**src/aecs_pkg.sv**
```systemverilog
// Package for the extended converter control and output clock sync block
package aecs_pkg;

   // Register indices on the programming port
   localparam logic [3:0] OFF_EXT_CFG     = 4'h9;
   localparam logic [3:0] OFF_Q_OFFSET    = 4'ha;
   localparam logic [3:0] OFF_Q_GAIN      = 4'hb;
   localparam logic [3:0] OFF_PHASE_FINE  = 4'he;
   localparam logic [3:0] OFF_PHASE_COARS = 4'hf;

   // Reset values
   localparam logic [15:0] RST_EXT_CFG     = 16'h03ff;
   localparam logic [15:0] RST_Q_OFFSET    = 16'h007f;
   localparam logic [15:0] RST_Q_GAIN      = 16'h807f;
   localparam logic [15:0] RST_PHASE_FINE  = 16'h00ff;
   localparam logic [15:0] RST_PHASE_COARS = 16'h007f;

   // Field positions
   localparam int BIT_PATTERN   = 15;
   localparam int BIT_TRIM_DIS  = 14;
   localparam int BIT_DUAL_EDGE = 13;
   localparam int BIT_IN_SEL    = 12;
   localparam int BIT_LOW_CLK   = 10;
   localparam int BIT_OFS_SIGN  = 7;
   localparam int BIT_INVERT    = 15;
   localparam int POS_OFS_MAG   = 8;
   localparam int POS_GAIN      = 7;
   localparam int POS_FINE      = 8;
   localparam int POS_COARSE    = 10;
   localparam int POS_INTER     = 7;

   // Output clock restart delay in sample clock cycles
   localparam logic [2:0] DELAY_DEMUX_DDR0 = 3'h4;
   localparam logic [2:0] DELAY_OTHER      = 3'h3;

   // Pattern base words per port
   localparam logic [7:0] PAT_QD = 8'h01;
   localparam logic [7:0] PAT_ID = 8'h02;
   localparam logic [7:0] PAT_Q  = 8'h03;
   localparam logic [7:0] PAT_I  = 8'h04;

   typedef struct packed {
      logic       pattern_output_select;
      logic       termination_trim_disable;
      logic       dual_edge_sampling;
      logic       interleave_input_select;
      logic       low_clock_tuning;
      logic [7:0] q_offset_mag;
      logic       q_offset_negative;
      logic [8:0] q_gain;
      logic [7:0] fine_phase;
      logic       sample_clock_invert;
      logic [4:0] coarse_phase;
      logic [2:0] intermediate_phase;
   } aecs_cfg_t;

   typedef struct packed {
      logic [7:0] i;
      logic [7:0] q;
      logic [7:0] id;
      logic [7:0] qd;
      logic       range;
   } aecs_dat_t;

   typedef enum logic [1:0] {ST_RUN, ST_HELD, ST_WAIT_FALL, ST_DELAY} aecs_state_t;

endpackage

```
**src/aecs_top.sv**
```systemverilog
// Extended control registers and output data clock reset/synchronization
`timescale 1ns/100ps
`default_nettype none

module aecs_top (
   // Clock and reset
   input  wire logic              clk_i,
   input  wire logic              nrst_i,
   // Register write port
   input  wire logic              wr_en_i,
   input  wire logic [3:0]        wr_addr_i,
   input  wire logic [15:0]       wr_data_i,
   // Device pins
   input  wire logic              sample_clk_i,
   input  wire logic              output_clock_reset_i,
   input  wire logic              ext_mode_i,
   // Mode and status from device logic
   input  wire logic              sdr_mode_i,
   input  wire logic              output_edge_select_i,
   input  wire logic              ddr_clock_phase_i,
   input  wire logic              calibration_running_i,
   input  wire aecs_pkg::aecs_dat_t conv_data_i,
   // Applied settings
   output var aecs_pkg::aecs_cfg_t cfg_o,
   output logic                   trim_skip_o,
   // Output data and clock
   output var aecs_pkg::aecs_dat_t data_o,
   output logic                   output_data_clock_o
);

   // Field extraction shared by live registers and reset defaults
   function automatic aecs_pkg::aecs_cfg_t decode(input logic [15:0] ext, input logic [15:0] ofs,
                                                 input logic [15:0] gain, input logic [15:0] fine,
                                                 input logic [15:0] crs);
      aecs_pkg::aecs_cfg_t c;
      c.pattern_output_select    = ext[aecs_pkg::BIT_PATTERN];
      c.termination_trim_disable = ext[aecs_pkg::BIT_TRIM_DIS];
      c.dual_edge_sampling       = ext[aecs_pkg::BIT_DUAL_EDGE];
      c.interleave_input_select  = ext[aecs_pkg::BIT_IN_SEL];
      c.low_clock_tuning         = ext[aecs_pkg::BIT_LOW_CLK];
      c.q_offset_mag             = ofs[aecs_pkg::POS_OFS_MAG +: 8];
      c.q_offset_negative        = ofs[aecs_pkg::BIT_OFS_SIGN];
      c.q_gain                   = gain[aecs_pkg::POS_GAIN +: 9];
      c.fine_phase               = fine[aecs_pkg::POS_FINE +: 8];
      c.sample_clock_invert      = crs[aecs_pkg::BIT_INVERT];
      c.coarse_phase             = crs[aecs_pkg::POS_COARSE +: 5];
      c.intermediate_phase       = crs[aecs_pkg::POS_INTER +: 3];
      return c;
   endfunction

   localparam aecs_pkg::aecs_cfg_t CFG_DEFAULT = decode(aecs_pkg::RST_EXT_CFG,
      aecs_pkg::RST_Q_OFFSET, aecs_pkg::RST_Q_GAIN, aecs_pkg::RST_PHASE_FINE,
      aecs_pkg::RST_PHASE_COARS);

   // Pin synchronizers
   logic [1:0] sclk_sync_reg, sclk_sync_next;
   logic [1:0] rst_sync_reg,  rst_sync_next;
   logic [1:0] ext_sync_reg,  ext_sync_next;
   logic       sclk_prev_reg, sclk_prev_next;
   logic       s_rise, s_fall, rst_s, ext_s;

   always_comb begin
      sclk_sync_next = {sclk_sync_reg[0], sample_clk_i};
      rst_sync_next  = {rst_sync_reg[0], output_clock_reset_i};
      ext_sync_next  = {ext_sync_reg[0], ext_mode_i};
      sclk_prev_next = sclk_sync_reg[1];
   end

   always_ff @(posedge clk_i) begin
      if (!nrst_i) begin
         sclk_sync_reg <= 2'h0;
         rst_sync_reg  <= 2'h0;
         ext_sync_reg  <= 2'h0;
         sclk_prev_reg <= 1'b0;
      end else begin
         sclk_sync_reg <= sclk_sync_next;
         rst_sync_reg  <= rst_sync_next;
         ext_sync_reg  <= ext_sync_next;
         sclk_prev_reg <= sclk_prev_next;
      end
   end

   assign s_rise = sclk_sync_reg[1] & ~sclk_prev_reg;
   assign s_fall = ~sclk_sync_reg[1] & sclk_prev_reg;
   assign rst_s  = rst_sync_reg[1];
   assign ext_s  = ext_sync_reg[1];

   // Write-only register file, no read port at all
   logic [15:0] ext_cfg_reg, ext_cfg_next;
   logic [15:0] q_ofs_reg,   q_ofs_next;
   logic [15:0] q_gain_reg,  q_gain_next;
   logic [15:0] fine_reg,    fine_next;
   logic [15:0] coarse_reg,  coarse_next;
   aecs_pkg::aecs_cfg_t cfg_next;

   always_comb begin
      ext_cfg_next = ext_cfg_reg;
      q_ofs_next   = q_ofs_reg;
      q_gain_next  = q_gain_reg;
      fine_next    = fine_reg;
      coarse_next  = coarse_reg;
      if (wr_en_i && wr_addr_i == aecs_pkg::OFF_EXT_CFG) begin
         ext_cfg_next = wr_data_i;
      end else if (wr_en_i && wr_addr_i == aecs_pkg::OFF_Q_OFFSET) begin
         q_ofs_next = wr_data_i;
      end else if (wr_en_i && wr_addr_i == aecs_pkg::OFF_Q_GAIN) begin
         q_gain_next = wr_data_i;
      end else if (wr_en_i && wr_addr_i == aecs_pkg::OFF_PHASE_FINE) begin
         fine_next = wr_data_i;
      end else if (wr_en_i && wr_addr_i == aecs_pkg::OFF_PHASE_COARS) begin
         coarse_next = wr_data_i;
      end
      cfg_next = ext_s ? decode(ext_cfg_reg, q_ofs_reg, q_gain_reg, fine_reg, coarse_reg)
                       : CFG_DEFAULT;
   end

   always_ff @(posedge clk_i) begin
      if (!nrst_i) begin
         ext_cfg_reg <= aecs_pkg::RST_EXT_CFG;
         q_ofs_reg   <= aecs_pkg::RST_Q_OFFSET;
         q_gain_reg  <= aecs_pkg::RST_Q_GAIN;
         fine_reg    <= aecs_pkg::RST_PHASE_FINE;
         coarse_reg  <= aecs_pkg::RST_PHASE_COARS;
         cfg_o       <= CFG_DEFAULT;
      end else begin
         ext_cfg_reg <= ext_cfg_next;
         q_ofs_reg   <= q_ofs_next;
         q_gain_reg  <= q_gain_next;
         fine_reg    <= fine_next;
         coarse_reg  <= coarse_next;
         cfg_o       <= cfg_next;
      end
   end

   // Output clock reset, sync and pattern
   aecs_pkg::aecs_state_t state_reg, state_next;
   logic [2:0]  cnt_reg, cnt_next;
   logic        pat_phase_reg, pat_phase_next;
   logic        output_data_clock_next, trim_next;
   logic        hold_level, cal_stop;
   logic [2:0]  delay_target;
   aecs_pkg::aecs_dat_t data_next, pat_word;

   always_comb begin
      hold_level   = sdr_mode_i ? output_edge_select_i : 1'b0;
      delay_target = (!sdr_mode_i && !output_edge_select_i && !ddr_clock_phase_i) ?
                     aecs_pkg::DELAY_DEMUX_DDR0 : aecs_pkg::DELAY_OTHER;
      // stop clock during calibration unless trim disabled
      cal_stop     = calibration_running_i && !cfg_o.termination_trim_disable;
      trim_next    = calibration_running_i && cfg_o.termination_trim_disable;
      pat_word.qd  = pat_phase_reg ? ~aecs_pkg::PAT_QD : aecs_pkg::PAT_QD;
      pat_word.id  = pat_phase_reg ? ~aecs_pkg::PAT_ID : aecs_pkg::PAT_ID;
      pat_word.q   = pat_phase_reg ? ~aecs_pkg::PAT_Q : aecs_pkg::PAT_Q;
      pat_word.i   = pat_phase_reg ? ~aecs_pkg::PAT_I : aecs_pkg::PAT_I;
      pat_word.range = pat_phase_reg;
      state_next     = state_reg;
      cnt_next       = cnt_reg;
      pat_phase_next = pat_phase_reg;
      output_data_clock_next      = output_data_clock_o;
      data_next      = data_o;
      case (state_reg)
         aecs_pkg::ST_RUN: begin
            if (s_rise && !cal_stop) begin
               output_data_clock_next      = ~output_data_clock_o;
               pat_phase_next = ~pat_phase_reg;
               // pattern replaces data in every output mode
               data_next      = cfg_o.pattern_output_select ? pat_word : conv_data_i;
            end
         end
         aecs_pkg::ST_HELD: begin
            output_data_clock_next      = hold_level;
            // pattern restarts from its first word
            pat_phase_next = 1'b0;
            if (!rst_s) begin
               state_next = aecs_pkg::ST_WAIT_FALL;
            end
         end
         aecs_pkg::ST_WAIT_FALL: begin
            output_data_clock_next = hold_level;
            // release taken on sample falling edge
            if (s_fall) begin
               state_next = aecs_pkg::ST_DELAY;
               cnt_next   = 3'h0;
            end
         end
         aecs_pkg::ST_DELAY: begin
            output_data_clock_next = hold_level;
            // clock reappears on last counted rise
            if (s_rise) begin
               cnt_next = cnt_reg + 3'h1;
               if (cnt_reg == delay_target - 3'h1) begin
                  state_next     = aecs_pkg::ST_RUN;
                  // First edge after restart carries the first word
                  output_data_clock_next      = ~hold_level;
                  pat_phase_next = ~pat_phase_reg;
                  data_next      = cfg_o.pattern_output_select ? pat_word : conv_data_i;
               end
            end
         end
         default: state_next = aecs_pkg::ST_HELD;
      endcase
      if (rst_s) begin
         state_next = aecs_pkg::ST_HELD;
         output_data_clock_next  = hold_level;
      end
   end

   always_ff @(posedge clk_i) begin
      if (!nrst_i) begin
         state_reg           <= aecs_pkg::ST_RUN;
         cnt_reg             <= 3'h0;
         pat_phase_reg       <= 1'b0;
         output_data_clock_o <= 1'b0;
         data_o              <= '0;
         trim_skip_o         <= 1'b0;
      end else begin
         state_reg           <= state_next;
         cnt_reg             <= cnt_next;
         pat_phase_reg       <= pat_phase_next;
         output_data_clock_o <= output_data_clock_next;
         data_o              <= data_next;
         trim_skip_o         <= trim_next;
      end
   end

   // Checks
   AST_WRITE_APPLY: assert property (@(posedge clk_i) disable iff (!nrst_i)
      wr_en_i && wr_addr_i == aecs_pkg::OFF_Q_GAIN && ext_s ##1 ext_s |=>
      cfg_o.q_gain == $past(wr_data_i[15:7], 2))
      else $error("Gain write not applied");
   AST_NORMAL_IGNORES: assert property (@(posedge clk_i) disable iff (!nrst_i)
      !ext_s |=> cfg_o == CFG_DEFAULT)
      else $error("Registers applied in normal mode");
   AST_PATTERN_OUT: assert property (@(posedge clk_i) disable iff (!nrst_i)
      state_reg == aecs_pkg::ST_RUN && s_rise && !cal_stop && cfg_o.pattern_output_select &&
      !rst_s
      |=> data_o == $past(pat_word))
      else $error("Pattern not on outputs");
   AST_CAL_STOP: assert property (@(posedge clk_i) disable iff (!nrst_i)
      state_reg == aecs_pkg::ST_RUN && cal_stop && !rst_s |=> $stable(output_data_clock_o))
      else $error("Output clock ran during calibration");
   AST_GAIN_RESET: assert property (@(posedge clk_i)
      $rose(nrst_i) |-> cfg_o.q_gain == 9'h100)
      else $error("Gain reset value wrong");
   AST_HELD_LEVEL: assert property (@(posedge clk_i) disable iff (!nrst_i)
      rst_s ##1 rst_s |-> ##1 output_data_clock_o == $past(hold_level))
      else $error("Output clock not held");
   AST_FALL_LATCH: assert property (@(posedge clk_i) disable iff (!nrst_i)
      state_reg == aecs_pkg::ST_WAIT_FALL && !s_fall && !rst_s |=>
      state_reg == aecs_pkg::ST_WAIT_FALL)
      else $error("Release taken before falling edge");
   AST_RESTART_COUNT: assert property (@(posedge clk_i) disable iff (!nrst_i)
      $past(state_reg) == aecs_pkg::ST_DELAY && state_reg == aecs_pkg::ST_RUN |->
      $past(cnt_reg) == $past(delay_target) - 3'h1 && $past(s_rise) &&
      output_data_clock_o != $past(output_data_clock_o))
      else $error("Output clock restart count wrong");
   AST_PATTERN_ALIGN: assert property (@(posedge clk_i) disable iff (!nrst_i)
      state_reg == aecs_pkg::ST_DELAY |-> !pat_phase_reg)
      else $error("Pattern not aligned at release");

   COV_RESTART: cover property (@(posedge clk_i) disable iff (!nrst_i)
      state_reg == aecs_pkg::ST_DELAY ##1 state_reg == aecs_pkg::ST_RUN);
   COV_PATTERN: cover property (@(posedge clk_i) disable iff (!nrst_i)
      state_reg == aecs_pkg::ST_RUN && cfg_o.pattern_output_select && s_rise);
   COV_CAL_TRIM: cover property (@(posedge clk_i) disable iff (!nrst_i)
      trim_skip_o && output_data_clock_o != $past(output_data_clock_o));

endmodule // aecs_top

`default_nettype wire

```
**config.mk**
```make
export PLATFORM = sky130hd
export DESIGN_NAME = aecs_top
export DESIGN_NICKNAME = d
export VERILOG_FILES = /design/src/aecs_pkg.sv /design/src/aecs_top.sv
export SDC_FILE = /design/constraint.sdc
export NUM_CORES = 1
export LEC_CHECK = 0
export BUFFER_PORTS_ARGS = -buffer_cell sky130_fd_sc_hd__buf_2
export CAP_MARGIN = 20
export CORE_ASPECT_RATIO = 0.6
export CORE_MARGIN = 5
export CORE_UTILIZATION = 52
export CTS_CLUSTER_SIZE = 28
export DETAILED_ROUTE_END_ITERATION = 7
export GPL_TIMING_DRIVEN = 0
export HOLD_SLACK_MARGIN = 0.08
export MAX_ROUTING_LAYER = met4
export PLACE_DENSITY = 0.79
export SYNTH_ARGS = -nofsm -noshare
export SYNTH_HDL_FRONTEND = slang
export SYNTH_SLANG_ARGS = --single-unit
export TNS_END_PERCENT = 1
```
**constraint.sdc**
```tcl
create_clock -name clk_i -period 2.1 [get_ports clk_i]
set_input_delay 0.525 -clock clk_i [delete_from_list [all_inputs] [get_ports clk_i]]
set_output_delay 0.525 -clock clk_i [all_outputs]
set_load 0.02 [all_outputs]
```
==> results of run 1 <==
[cell type report]
class	instances	area, um^2	share of cell area
clock buffer	18	439	0.0685
inverter	8	30.0	0.00468
sequential	128	2560	0.400
tap	130	163	0.0254
multi-input combinational	287	2230	0.348
clock inverter	14	156	0.0244
buffer	37	171	0.0267
timing repair buffer	131	661	0.103
[metal layers]
layer | vias up | wire [um]
li1 | 1946 | -
met1 | 1973 | 6340
met2 | 131 | 6110
met3 | 18 | 662
met4 | 0 | 191
met5 | - | 0
[layout by cell type, fill, tap and decap left out, drive strengths merged, types with 2 or more instances in the layout]
master / instances
a21oi: 4
a31oi: 2
and2: 8
and3: 40
buf: 143
bufinv: 2
clkbuf: 43
clkinv: 4
clkinvlp: 4
dfxtp: 128
ha: 6
inv: 12
mux2i: 70
nand2: 8
nand2b: 6
nand3: 30
nand3b: 4
nor2: 6
nor2b: 42
nor3b: 3
o2111ai: 5
o211a: 33
o21ai: 3
o31a: 3
o31ai: 2
or3: 2
[kinds of logic (layout without fill, tap and decap cells)]
kind of cell,after synthesis,in the layout,share of synthesized area
buffers and inverters,45,208,0.0399
adders and majority gates,6,6,0.0150
and+or+nand+nor,154,154,0.186
muxes,70,70,0.140
AOI/OAI and AO/OA,57,57,0.105
DFF,128,128,0.514
[repair_timing]
item,in CTS,in global routing
resized for setup,0,4
endpoints found under the setup margin,0,30
setup buffers,0,2
endpoints found under the hold margin,0,0
[how the worst max path moves through the flow]
stage	from	endpoint	cells after the start
global route	state_reg[0]	data_o[27]	8
CTS	state_reg[0]	data_o[30]	7
finish	state_reg[0]	data_o[27]	8
floorplan	sdr_mode_i	data_o[18]	6
global placement	sdr_mode_i	data_o[27]	7
detailed placement	sdr_mode_i	data_o[28]	7
[where the power goes]
part           switching (mW)  internal [mW]  total, mW
combinational           0.273          0.177      0.450
clock                    1.14           1.80       2.94
sequential             0.0349           2.48       2.52
==> impl_metrics.py, run 1 <==
metrics = {
    "global_routing": {
        "track_usage": 0.238,
        "grt_pass1_vias": 4178,
        "met1_usage": 0.316,
        "use_met2": 0.361,
        "grt_antenna_before_repair": 0,
        "grt_overflow_total": 0,
        "use_met3": 0.0504,
        "grt_start_max_net_pins": 17,
        "grt_pass1_wl_mm": 21.1,
        "busiest_layer": "met2",
    },
    "timing": {
        "worst_pin_slew_ps": 679,
        "worst_slack_ps": 137,
        "fin_crit_ps": 1960,
        "rsz0062_at_grt": "no",
        "slew-limit-headroom": 0.547,
        "drv_slew": 0,
        "max_freq_mhz": 509,
        "hold_viol_final": 0,
        "skew_ps": 7.65,
        "hold_ws_ps": 324,
        "fin_crit_sh": 0.935,
        "tns_ps": 0,
        "finalSetupViolations": 0,
    },
    "worst_setup_path": {
        "r2r_start": "state_reg[0]",
        "path_cells": "inv_1 > ha_1 > inv_1 > o31ai_4 > buf_4 > buf_2 > o2111ai_1 > o211a_1",
        "path_delay_family": "buffers and inverters",
        "startpoint_type": "flip-flop",
        "cp-end-kind": "flip-flop",
        "reg2reg_to": "data_o[27]",
        "criticalPathCategory": "flip-flop to flip-flop",
        "rrSetupSlack_ps": 140,
        "slowest_delay_ps": 350,
        "worst-path-buf-inv": 4,
        "critPathRequiredTime_ps": 2400,
        "critical_path.max_fanout": 10,
        "rr_worst_depth": 8,
        "crit_slowest_cell": "dfxtp_1",
        "crit_arrival_ps": 2260,
        "critical_path.most_common_cell": "inv_1",
    },
    "hold_path": {
        "min_to": "ext_sync_reg[0]",
        "holdCritStartpoint": "ext_mode_i",
        "hold_path.class": "input pin to flip-flop",
        "holdPathStages": 2,
    },
    "routing": {
        "via_count": 4068,
        "wl_mm": 13.3,
        "ant_nets": 0,
        "drtIter0Drc": 287,
        "wl_per_cell_um": 17.7,
        "first_pass_iters": 5,
        "drc": 0,
        "viasPerCell": 5.40,
    },
    "placement": {
        "dp.cells": 719,
        "place.gp.congestion": 0.798,
        "dp_hpwl_mm": 9.48,
        "dpl_cell_area_um2": 5800,
        "place_ws_ps": 4.48,
        "io_buffers": 129,
    },
    "logic_synthesis": {
        "yosys_warnings": 0,
        "synth_seq_cells": 128,
        "synth_top_area_frac": 0.514,
        "yosys.area.top_type": "dfxtp_1",
        "synth_cell_types": 37,
        "ys.flop_type": "dfxtp_1",
        "syn-num-nets": 529,
        "netlist_instances": 460,
        "yosysSeqAreaShare": 0.514,
        "async_reset_ff_frac": 0,
        "postSynthAreaPerCell_um2": 10.8,
        "synth_edf_count": 0,
        "synth_common_cells": "128 x dfxtp_1, 70 x mux2i_1, 42 x nor2b_1",
        "synth.most_common_cell": "dfxtp_1",
        "synthTopCellsByArea": "dfxtp_1 51%, mux2i_1 14%, o211a_1 6.6%, nor2b_1 5.3%, and3_1 5.0%",
        "synth_area_um2": 4990,
    },
    "floorplanning": {
        "pin_count": 138,
        "core_area_um2": 9260,
        "die_w_um": 136,
        "dieHeight_um": 85.9,
        "initial_core_util": 0.539,
        "row_count": 27,
        "die_area_um2": 11700,
    },
    "clock_network": {
        "clk_pin_slew_ps": 60,
        "root_buffer": "clkbuf_16",
        "clockBufferDepth": 2,
        "clk_latency_ps": 410,
        "h-tree-depth": 4,
        "cts_tree": "yes",
        "numClockSinks": 128,
        "postCtsHoldBufs": 0,
        "cts_buffers": 17,
    },
    "status": {
        "status": "completed",
    },
    "cells_and_area": {
        "stdcell_area_um2": 6410,
        "final_cells": 753,
        "reg_top3": "cfg_o: 40 flops, data_o: 33 flops",
        "fillers": 719,
        "top_register": "cfg_o",
        "largest_register_ffs": 40,
        "area.growth.synth_to_final_pct": 28.5,
        "layout-drive-gt1-share": 0.295,
        "fin_nets": 679,
        "diodes": 0,
        "post-route-util": 0.693,
    },
    "power_and_ir_drop": {
        "p_total_mw": 5.91,
        "ir_worst_vdd_mv": 0.675,
        "power_density_nw_per_um2": 922,
        "leakagePower_nw": 3.15,
    },
    "job": {
        "maxCapViolations": 0,
    },
}
Power figures use the tool's default switching activity.
==> inputs of run 2 (changes only) <==
--- a/config.mk
+++ b/config.mk
@@ -15,7 +15,7 @@
 export GPL_TIMING_DRIVEN = 0
 export HOLD_SLACK_MARGIN = 0.08
 export MAX_ROUTING_LAYER = met4
-export PLACE_DENSITY = 0.79
+export PLACE_DENSITY = 0.85
 export SYNTH_ARGS = -nofsm -noshare
 export SYNTH_HDL_FRONTEND = slang
 export SYNTH_SLANG_ARGS = --single-unit
==> impl_metrics.py, run 2 (synthesized netlist as in run 1, its figures left out) <==
metrics = {
    "job": {
        "maxCapViolations": 0,
    },
    "power_and_ir_drop": {
        "leakagePower_nw": 3.17,
        "p_total_mw": 5.99,
        "switching_share": 0.221,
        "clkPwrFrac": 0.504,
        "combPwrFrac": 0.075,
        "share_seq_of_total_power": 0.421,
        "power_density_nw_per_um2": 932,
        "intPower_mw": 4.67,
        "ir_worst_vdd_mv": 0.815,
        "p_sw_mw": 1.32,
    },
    "floorplanning": {
        "die_w_um": 136,
        "initial_core_util": 0.539,
        "core_area_um2": 9260,
        "die_area_um2": 11700,
        "pin_count": 138,
        "dieHeight_um": 85.9,
        "row_count": 27,
    },
    "global_routing": {
        "track_usage": 0.232,
        "grt_pass1_vias": 4113,
        "grt_antenna_before_repair": 0,
        "grt_start_max_net_pins": 17,
        "grt_overflow_total": 0,
        "grt_pass1_wl_mm": 20.9,
    },
    "cells_and_area": {
        "diodes": 0,
        "area.growth.synth_to_final_pct": 28.7,
        "reg_top3": "cfg_o: 40 flops, data_o: 33 flops",
        "layout-drive-gt1-share": 0.290,
        "final_cells": 751,
        "top_register": "cfg_o",
        "post-route-util": 0.694,
        "mostFrequentLayoutCells": "135 x buf_2, 128 x dfxtp_1, 70 x mux2i_1",
        "largest_register_ffs": 40,
        "fin_nets": 679,
        "final_common_cell": "buf_2",
    },
    "timing": {
        "rsz0062_at_grt": "no",
        "finalSetupViolations": 0,
        "hold_viol_final": 0,
        "fin_crit_sh": 0.958,
        "max_freq_mhz": 497,
        "slew-limit-headroom": 0.535,
        "skew_ps": 9.15,
        "worst_pin_slew_ps": 697,
        "drv_slew": 0,
        "fin_crit_ps": 2010,
    },
    "clock_network": {
        "cts_buffers": 17,
        "clockBufferDepth": 2,
        "h-tree-depth": 4,
        "clk_pin_slew_ps": 50,
        "numClockSinks": 128,
        "cts_tree": "yes",
        "clk_latency_ps": 400,
        "root_buffer": "clkbuf_16",
    },
    "routing": {
        "drtIter0Drc": 208,
        "viasPerCell": 5.40,
        "drc": 0,
        "wl_per_cell_um": 17.6,
        "ant_nets": 0,
        "first_pass_iters": 4,
        "via_count": 4054,
        "wl_mm": 13.2,
    },
    "worst_setup_path": {
        "critical_path.max_fanout": 10,
        "critPathRequiredTime_ps": 2380,
        "crit_arrival_ps": 2300,
        "criticalPathCategory": "flip-flop to flip-flop",
        "startpoint_type": "flip-flop",
        "cp-end-kind": "flip-flop",
    },
    "placement": {
        "io_buffers": 129,
        "place.gp.congestion": 0.896,
        "dp_hpwl_mm": 9.70,
        "dp.cells": 719,
    },
    "status": {
        "status": "completed",
    },
    "hold_path": {
        "hold_path.class": "input pin to flip-flop",
    },
}
==> run 2: cell type report <==
cell class	instances	area (um^2)
inverters	8	30.0
plain buffers	37	171
clock inverters	10	161
fillers	712	2830
multi-input cells	287	2230
flip-flops and latches	128	2560
well taps	130	163
clock buffers	20	447
repair buffers	131	661
==> run 2: power by group through the flow <==
stage          registers, mW  logic, mW  clock network [mW]
2_1_floorplan           2.60      0.231                   0
3_3_place_gp            2.57      0.419                   0
3_5_place_dp            2.57      0.438                   0
4_1_cts                 2.52      0.442                3.04
5_1_grt                 2.52      0.485                3.18
6_report                2.52      0.450                3.02
==> run 2: layer usage <==
layer,up-vias,GRT usage,share of wire
li1,1936,-,-
met1,1963,0.307,0.48
met2,142,0.357,0.46
met3,13,0.0574,0.051
met4,0,0.0631,0.010
met5,-,-,0
==> run 2: worst max-delay path, cell delays in order (launching register included) <==
cell and delay (ps):
dfxtp_1 350, inv_1 130, ha_1 270, inv_1 130
o31ai_4 340, buf_4 190, clkbuf_2 230, nand3_1 120
o211a_1 140
==> run 2: stage by stage <==
stage	hold WS, ps	setup slack [ps]	area [um^2]	setup TNS, ps
final	333	87.5	6420	0
after global routing	323	19.3	6420	0
after CTS	324	33.9	6410	0
after detailed placement	424	-5.85	5800	-8.87
after global placement	420	83.7	5800	0
after floorplan	412	347	4990	0
==> run 2: path summary, 6_finish.rpt <==
kind	slack, ps	end	cells past startpoint	startpoint
hold / removal	330	ext_sync_reg[0]	2	ext_mode_i
hold reg to reg	440	rst_sync_reg[1]	1	rst_sync_reg[0]
setup reg to reg	90	data_o[23]	8	state_reg[0]
setup / recovery	90	data_o[23]	8	state_reg[0]
==> run 2: repair_timing <==
| item | CTS | global route |
|---|---|---|
| gates cloned | 0 | 0 |
| resized for setup | 1 | 2 |
| hold buffers | 0 | 0 |
| setup buffers | 0 | 2 |
| pin swaps | 0 | 1 |
| setup endpoints to repair | 1 | 30 |
==> inputs of run 3 (changes only) <==
--- a/config.mk
+++ b/config.mk
@@ -16,6 +16,7 @@
 export HOLD_SLACK_MARGIN = 0.08
 export MAX_ROUTING_LAYER = met4
 export PLACE_DENSITY = 0.85
+export REMOVE_ABC_BUFFERS = 1
 export SYNTH_ARGS = -nofsm -noshare
 export SYNTH_HDL_FRONTEND = slang
 export SYNTH_SLANG_ARGS = --single-unit
==> impl_metrics.py, run 3 (synthesized netlist as in run 1, its figures left out) <==
metrics = {
    "status": {
        "status": "completed",
    },
    "cells_and_area": {
        "reg_top3": "cfg_o: 40 flops, data_o: 33 flops",
        "mostFrequentLayoutCells": "129 x buf_2, 127 x dfxtp_1, 70 x mux2i_1",
        "layout-drive-gt1-share": 0.305,
        "fin_nets": 649,
        "fillers": 703,
        "largest_register_ffs": 40,
        "final_common_cell": "buf_2",
        "top_register": "cfg_o",
        "area.growth.synth_to_final_pct": 28.2,
        "stdcell_area_um2": 6400,
        "diodes": 0,
        "post-route-util": 0.691,
    },
    "worst_setup_path": {
        "crit_slowest_cell": "dfxtp_1",
        "critical_path.max_fanout": 29,
        "slowest_delay_ps": 530,
        "criticalPathCategory": "flip-flop to flip-flop",
        "startpoint_type": "flip-flop",
        "cp-end-kind": "flip-flop",
        "path_cells": "nand4bb_1 > o31ai_4 > buf_8 > and2_4 > o211a_1",
        "crit_arrival_ps": 2280,
        "critPathRequiredTime_ps": 2450,
    },
    "timing": {
        "tns_ps": 0,
        "hold_ws_ps": 331,
        "drv_slew": 0,
        "finalSetupViolations": 0,
        "max_freq_mhz": 519,
        "fin_crit_ps": 1930,
        "worst_slack_ps": 172,
        "hold_viol_final": 0,
        "slew-limit-headroom": 0.298,
        "skew_ps": 7.53,
        "rsz0062_at_grt": "no",
        "fin_crit_sh": 0.918,
        "worst_pin_slew_ps": 1050,
    },
    "routing": {
        "viasPerCell": 5.30,
        "drc": 0,
        "via_count": 3834,
        "ant_nets": 0,
        "drtIter0Drc": 231,
        "wl_mm": 11.8,
        "wl_per_cell_um": 16.3,
        "first_pass_iters": 4,
    },
    "floorplanning": {
        "core_area_um2": 9260,
        "die_w_um": 136,
        "dieHeight_um": 85.9,
        "initial_core_util": 0.539,
        "die_area_um2": 11700,
        "pin_count": 138,
        "row_count": 27,
    },
    "clock_network": {
        "clk_latency_ps": 400,
        "clockBufferDepth": 2,
        "cts_buffers": 17,
        "clk_pin_slew_ps": 60,
        "root_buffer": "clkbuf_16",
        "h-tree-depth": 4,
        "cts_tree": "yes",
        "numClockSinks": 128,
        "postCtsHoldBufs": 0,
    },
    "placement": {
        "dp_hpwl_mm": 7.91,
        "dpl_cell_area_um2": 5720,
        "place_ws_ps": -956,
        "place.gp.congestion": 0.810,
        "io_buffers": 130,
    },
    "global_routing": {
        "grt_overflow_total": 0,
        "track_usage": 0.210,
        "grt_antenna_before_repair": 0,
        "grt_pass1_vias": 3834,
        "grt_start_max_net_pins": 108,
        "grt_pass1_wl_mm": 19.2,
    },
    "power_and_ir_drop": {
        "power_density_nw_per_um2": 920,
        "leakagePower_nw": 3.13,
        "ir_worst_vdd_mv": 0.691,
    },
    "hold_path": {
        "hold_path.class": "input pin to flip-flop",
    },
    "job": {
        "maxCapViolations": 0,
    },
}
-- run 3: worst paths after layout --
kind	end	from	slack [ps]	cells after the start
worst max register to register	data_o[0]	sclk_sync_reg[1]	170	5
worst max-delay path	data_o[0]	sclk_sync_reg[1]	170	5
worst min-delay path	ext_sync_reg[0]	ext_mode_i	330	2
worst min register to register	rst_sync_reg[1]	rst_sync_reg[0]	430	1
-- run 3: area by class of cell --
type / instances / area, um^2 / share of cell area
Clock inverter: 13 / 154 / 0.0241
Timing Repair Buffer: 136 / 766 / 0.120
Clock buffer: 19 / 453 / 0.0708
Inverter: 8 / 30.0 / 0.00469
Sequential cell: 128 / 2570 / 0.401
Tap cell: 130 / 163 / 0.0254
Multi-Input combinational cell: 289 / 2260 / 0.354
-- run 3: metal layers --
metal,wire [um],share of wire,up-vias,GRT usage
met3,445,0.038,20,0.0481
met5,0,0,-,-
met4,176,0.015,0,0.0823
met1,5590,0.47,1847,0.275
li1,-,-,1883,-
met2,5570,0.47,84,0.315
-- run 3: per-stage QoR --
| step | std cells | power, mW |
|---|---|---|
| 5_1_grt | 723 | 6.12 |
| 2_1_floorplan | 423 | 2.79 |
| 3_5_place_dp | 686 | 2.98 |
| 3_3_place_gp | 683 | 2.96 |
| 6_report | 723 | 5.89 |
| 4_1_cts | 720 | 5.93 |
-- run 3: repair_timing --
item	CTS	global route
pin swaps	2	0
resized for setup	3	3
endpoints found under the setup margin	34	33
setup buffers	2	0
cloned	0	2
-- run 3: report_power, final --
group          internal [mW]  total [mW]  switching (mW)
clock                   1.83        2.94            1.11
combinational          0.179       0.398           0.219
sequential              2.48        2.55          0.0670
-- run 3: critical path: cells and delay by family, from the launching register on --
kind	cells	cell delay (ps)
compound gates	2	520
buf+inv	1	240
flops	1	530
simple gates	2	560
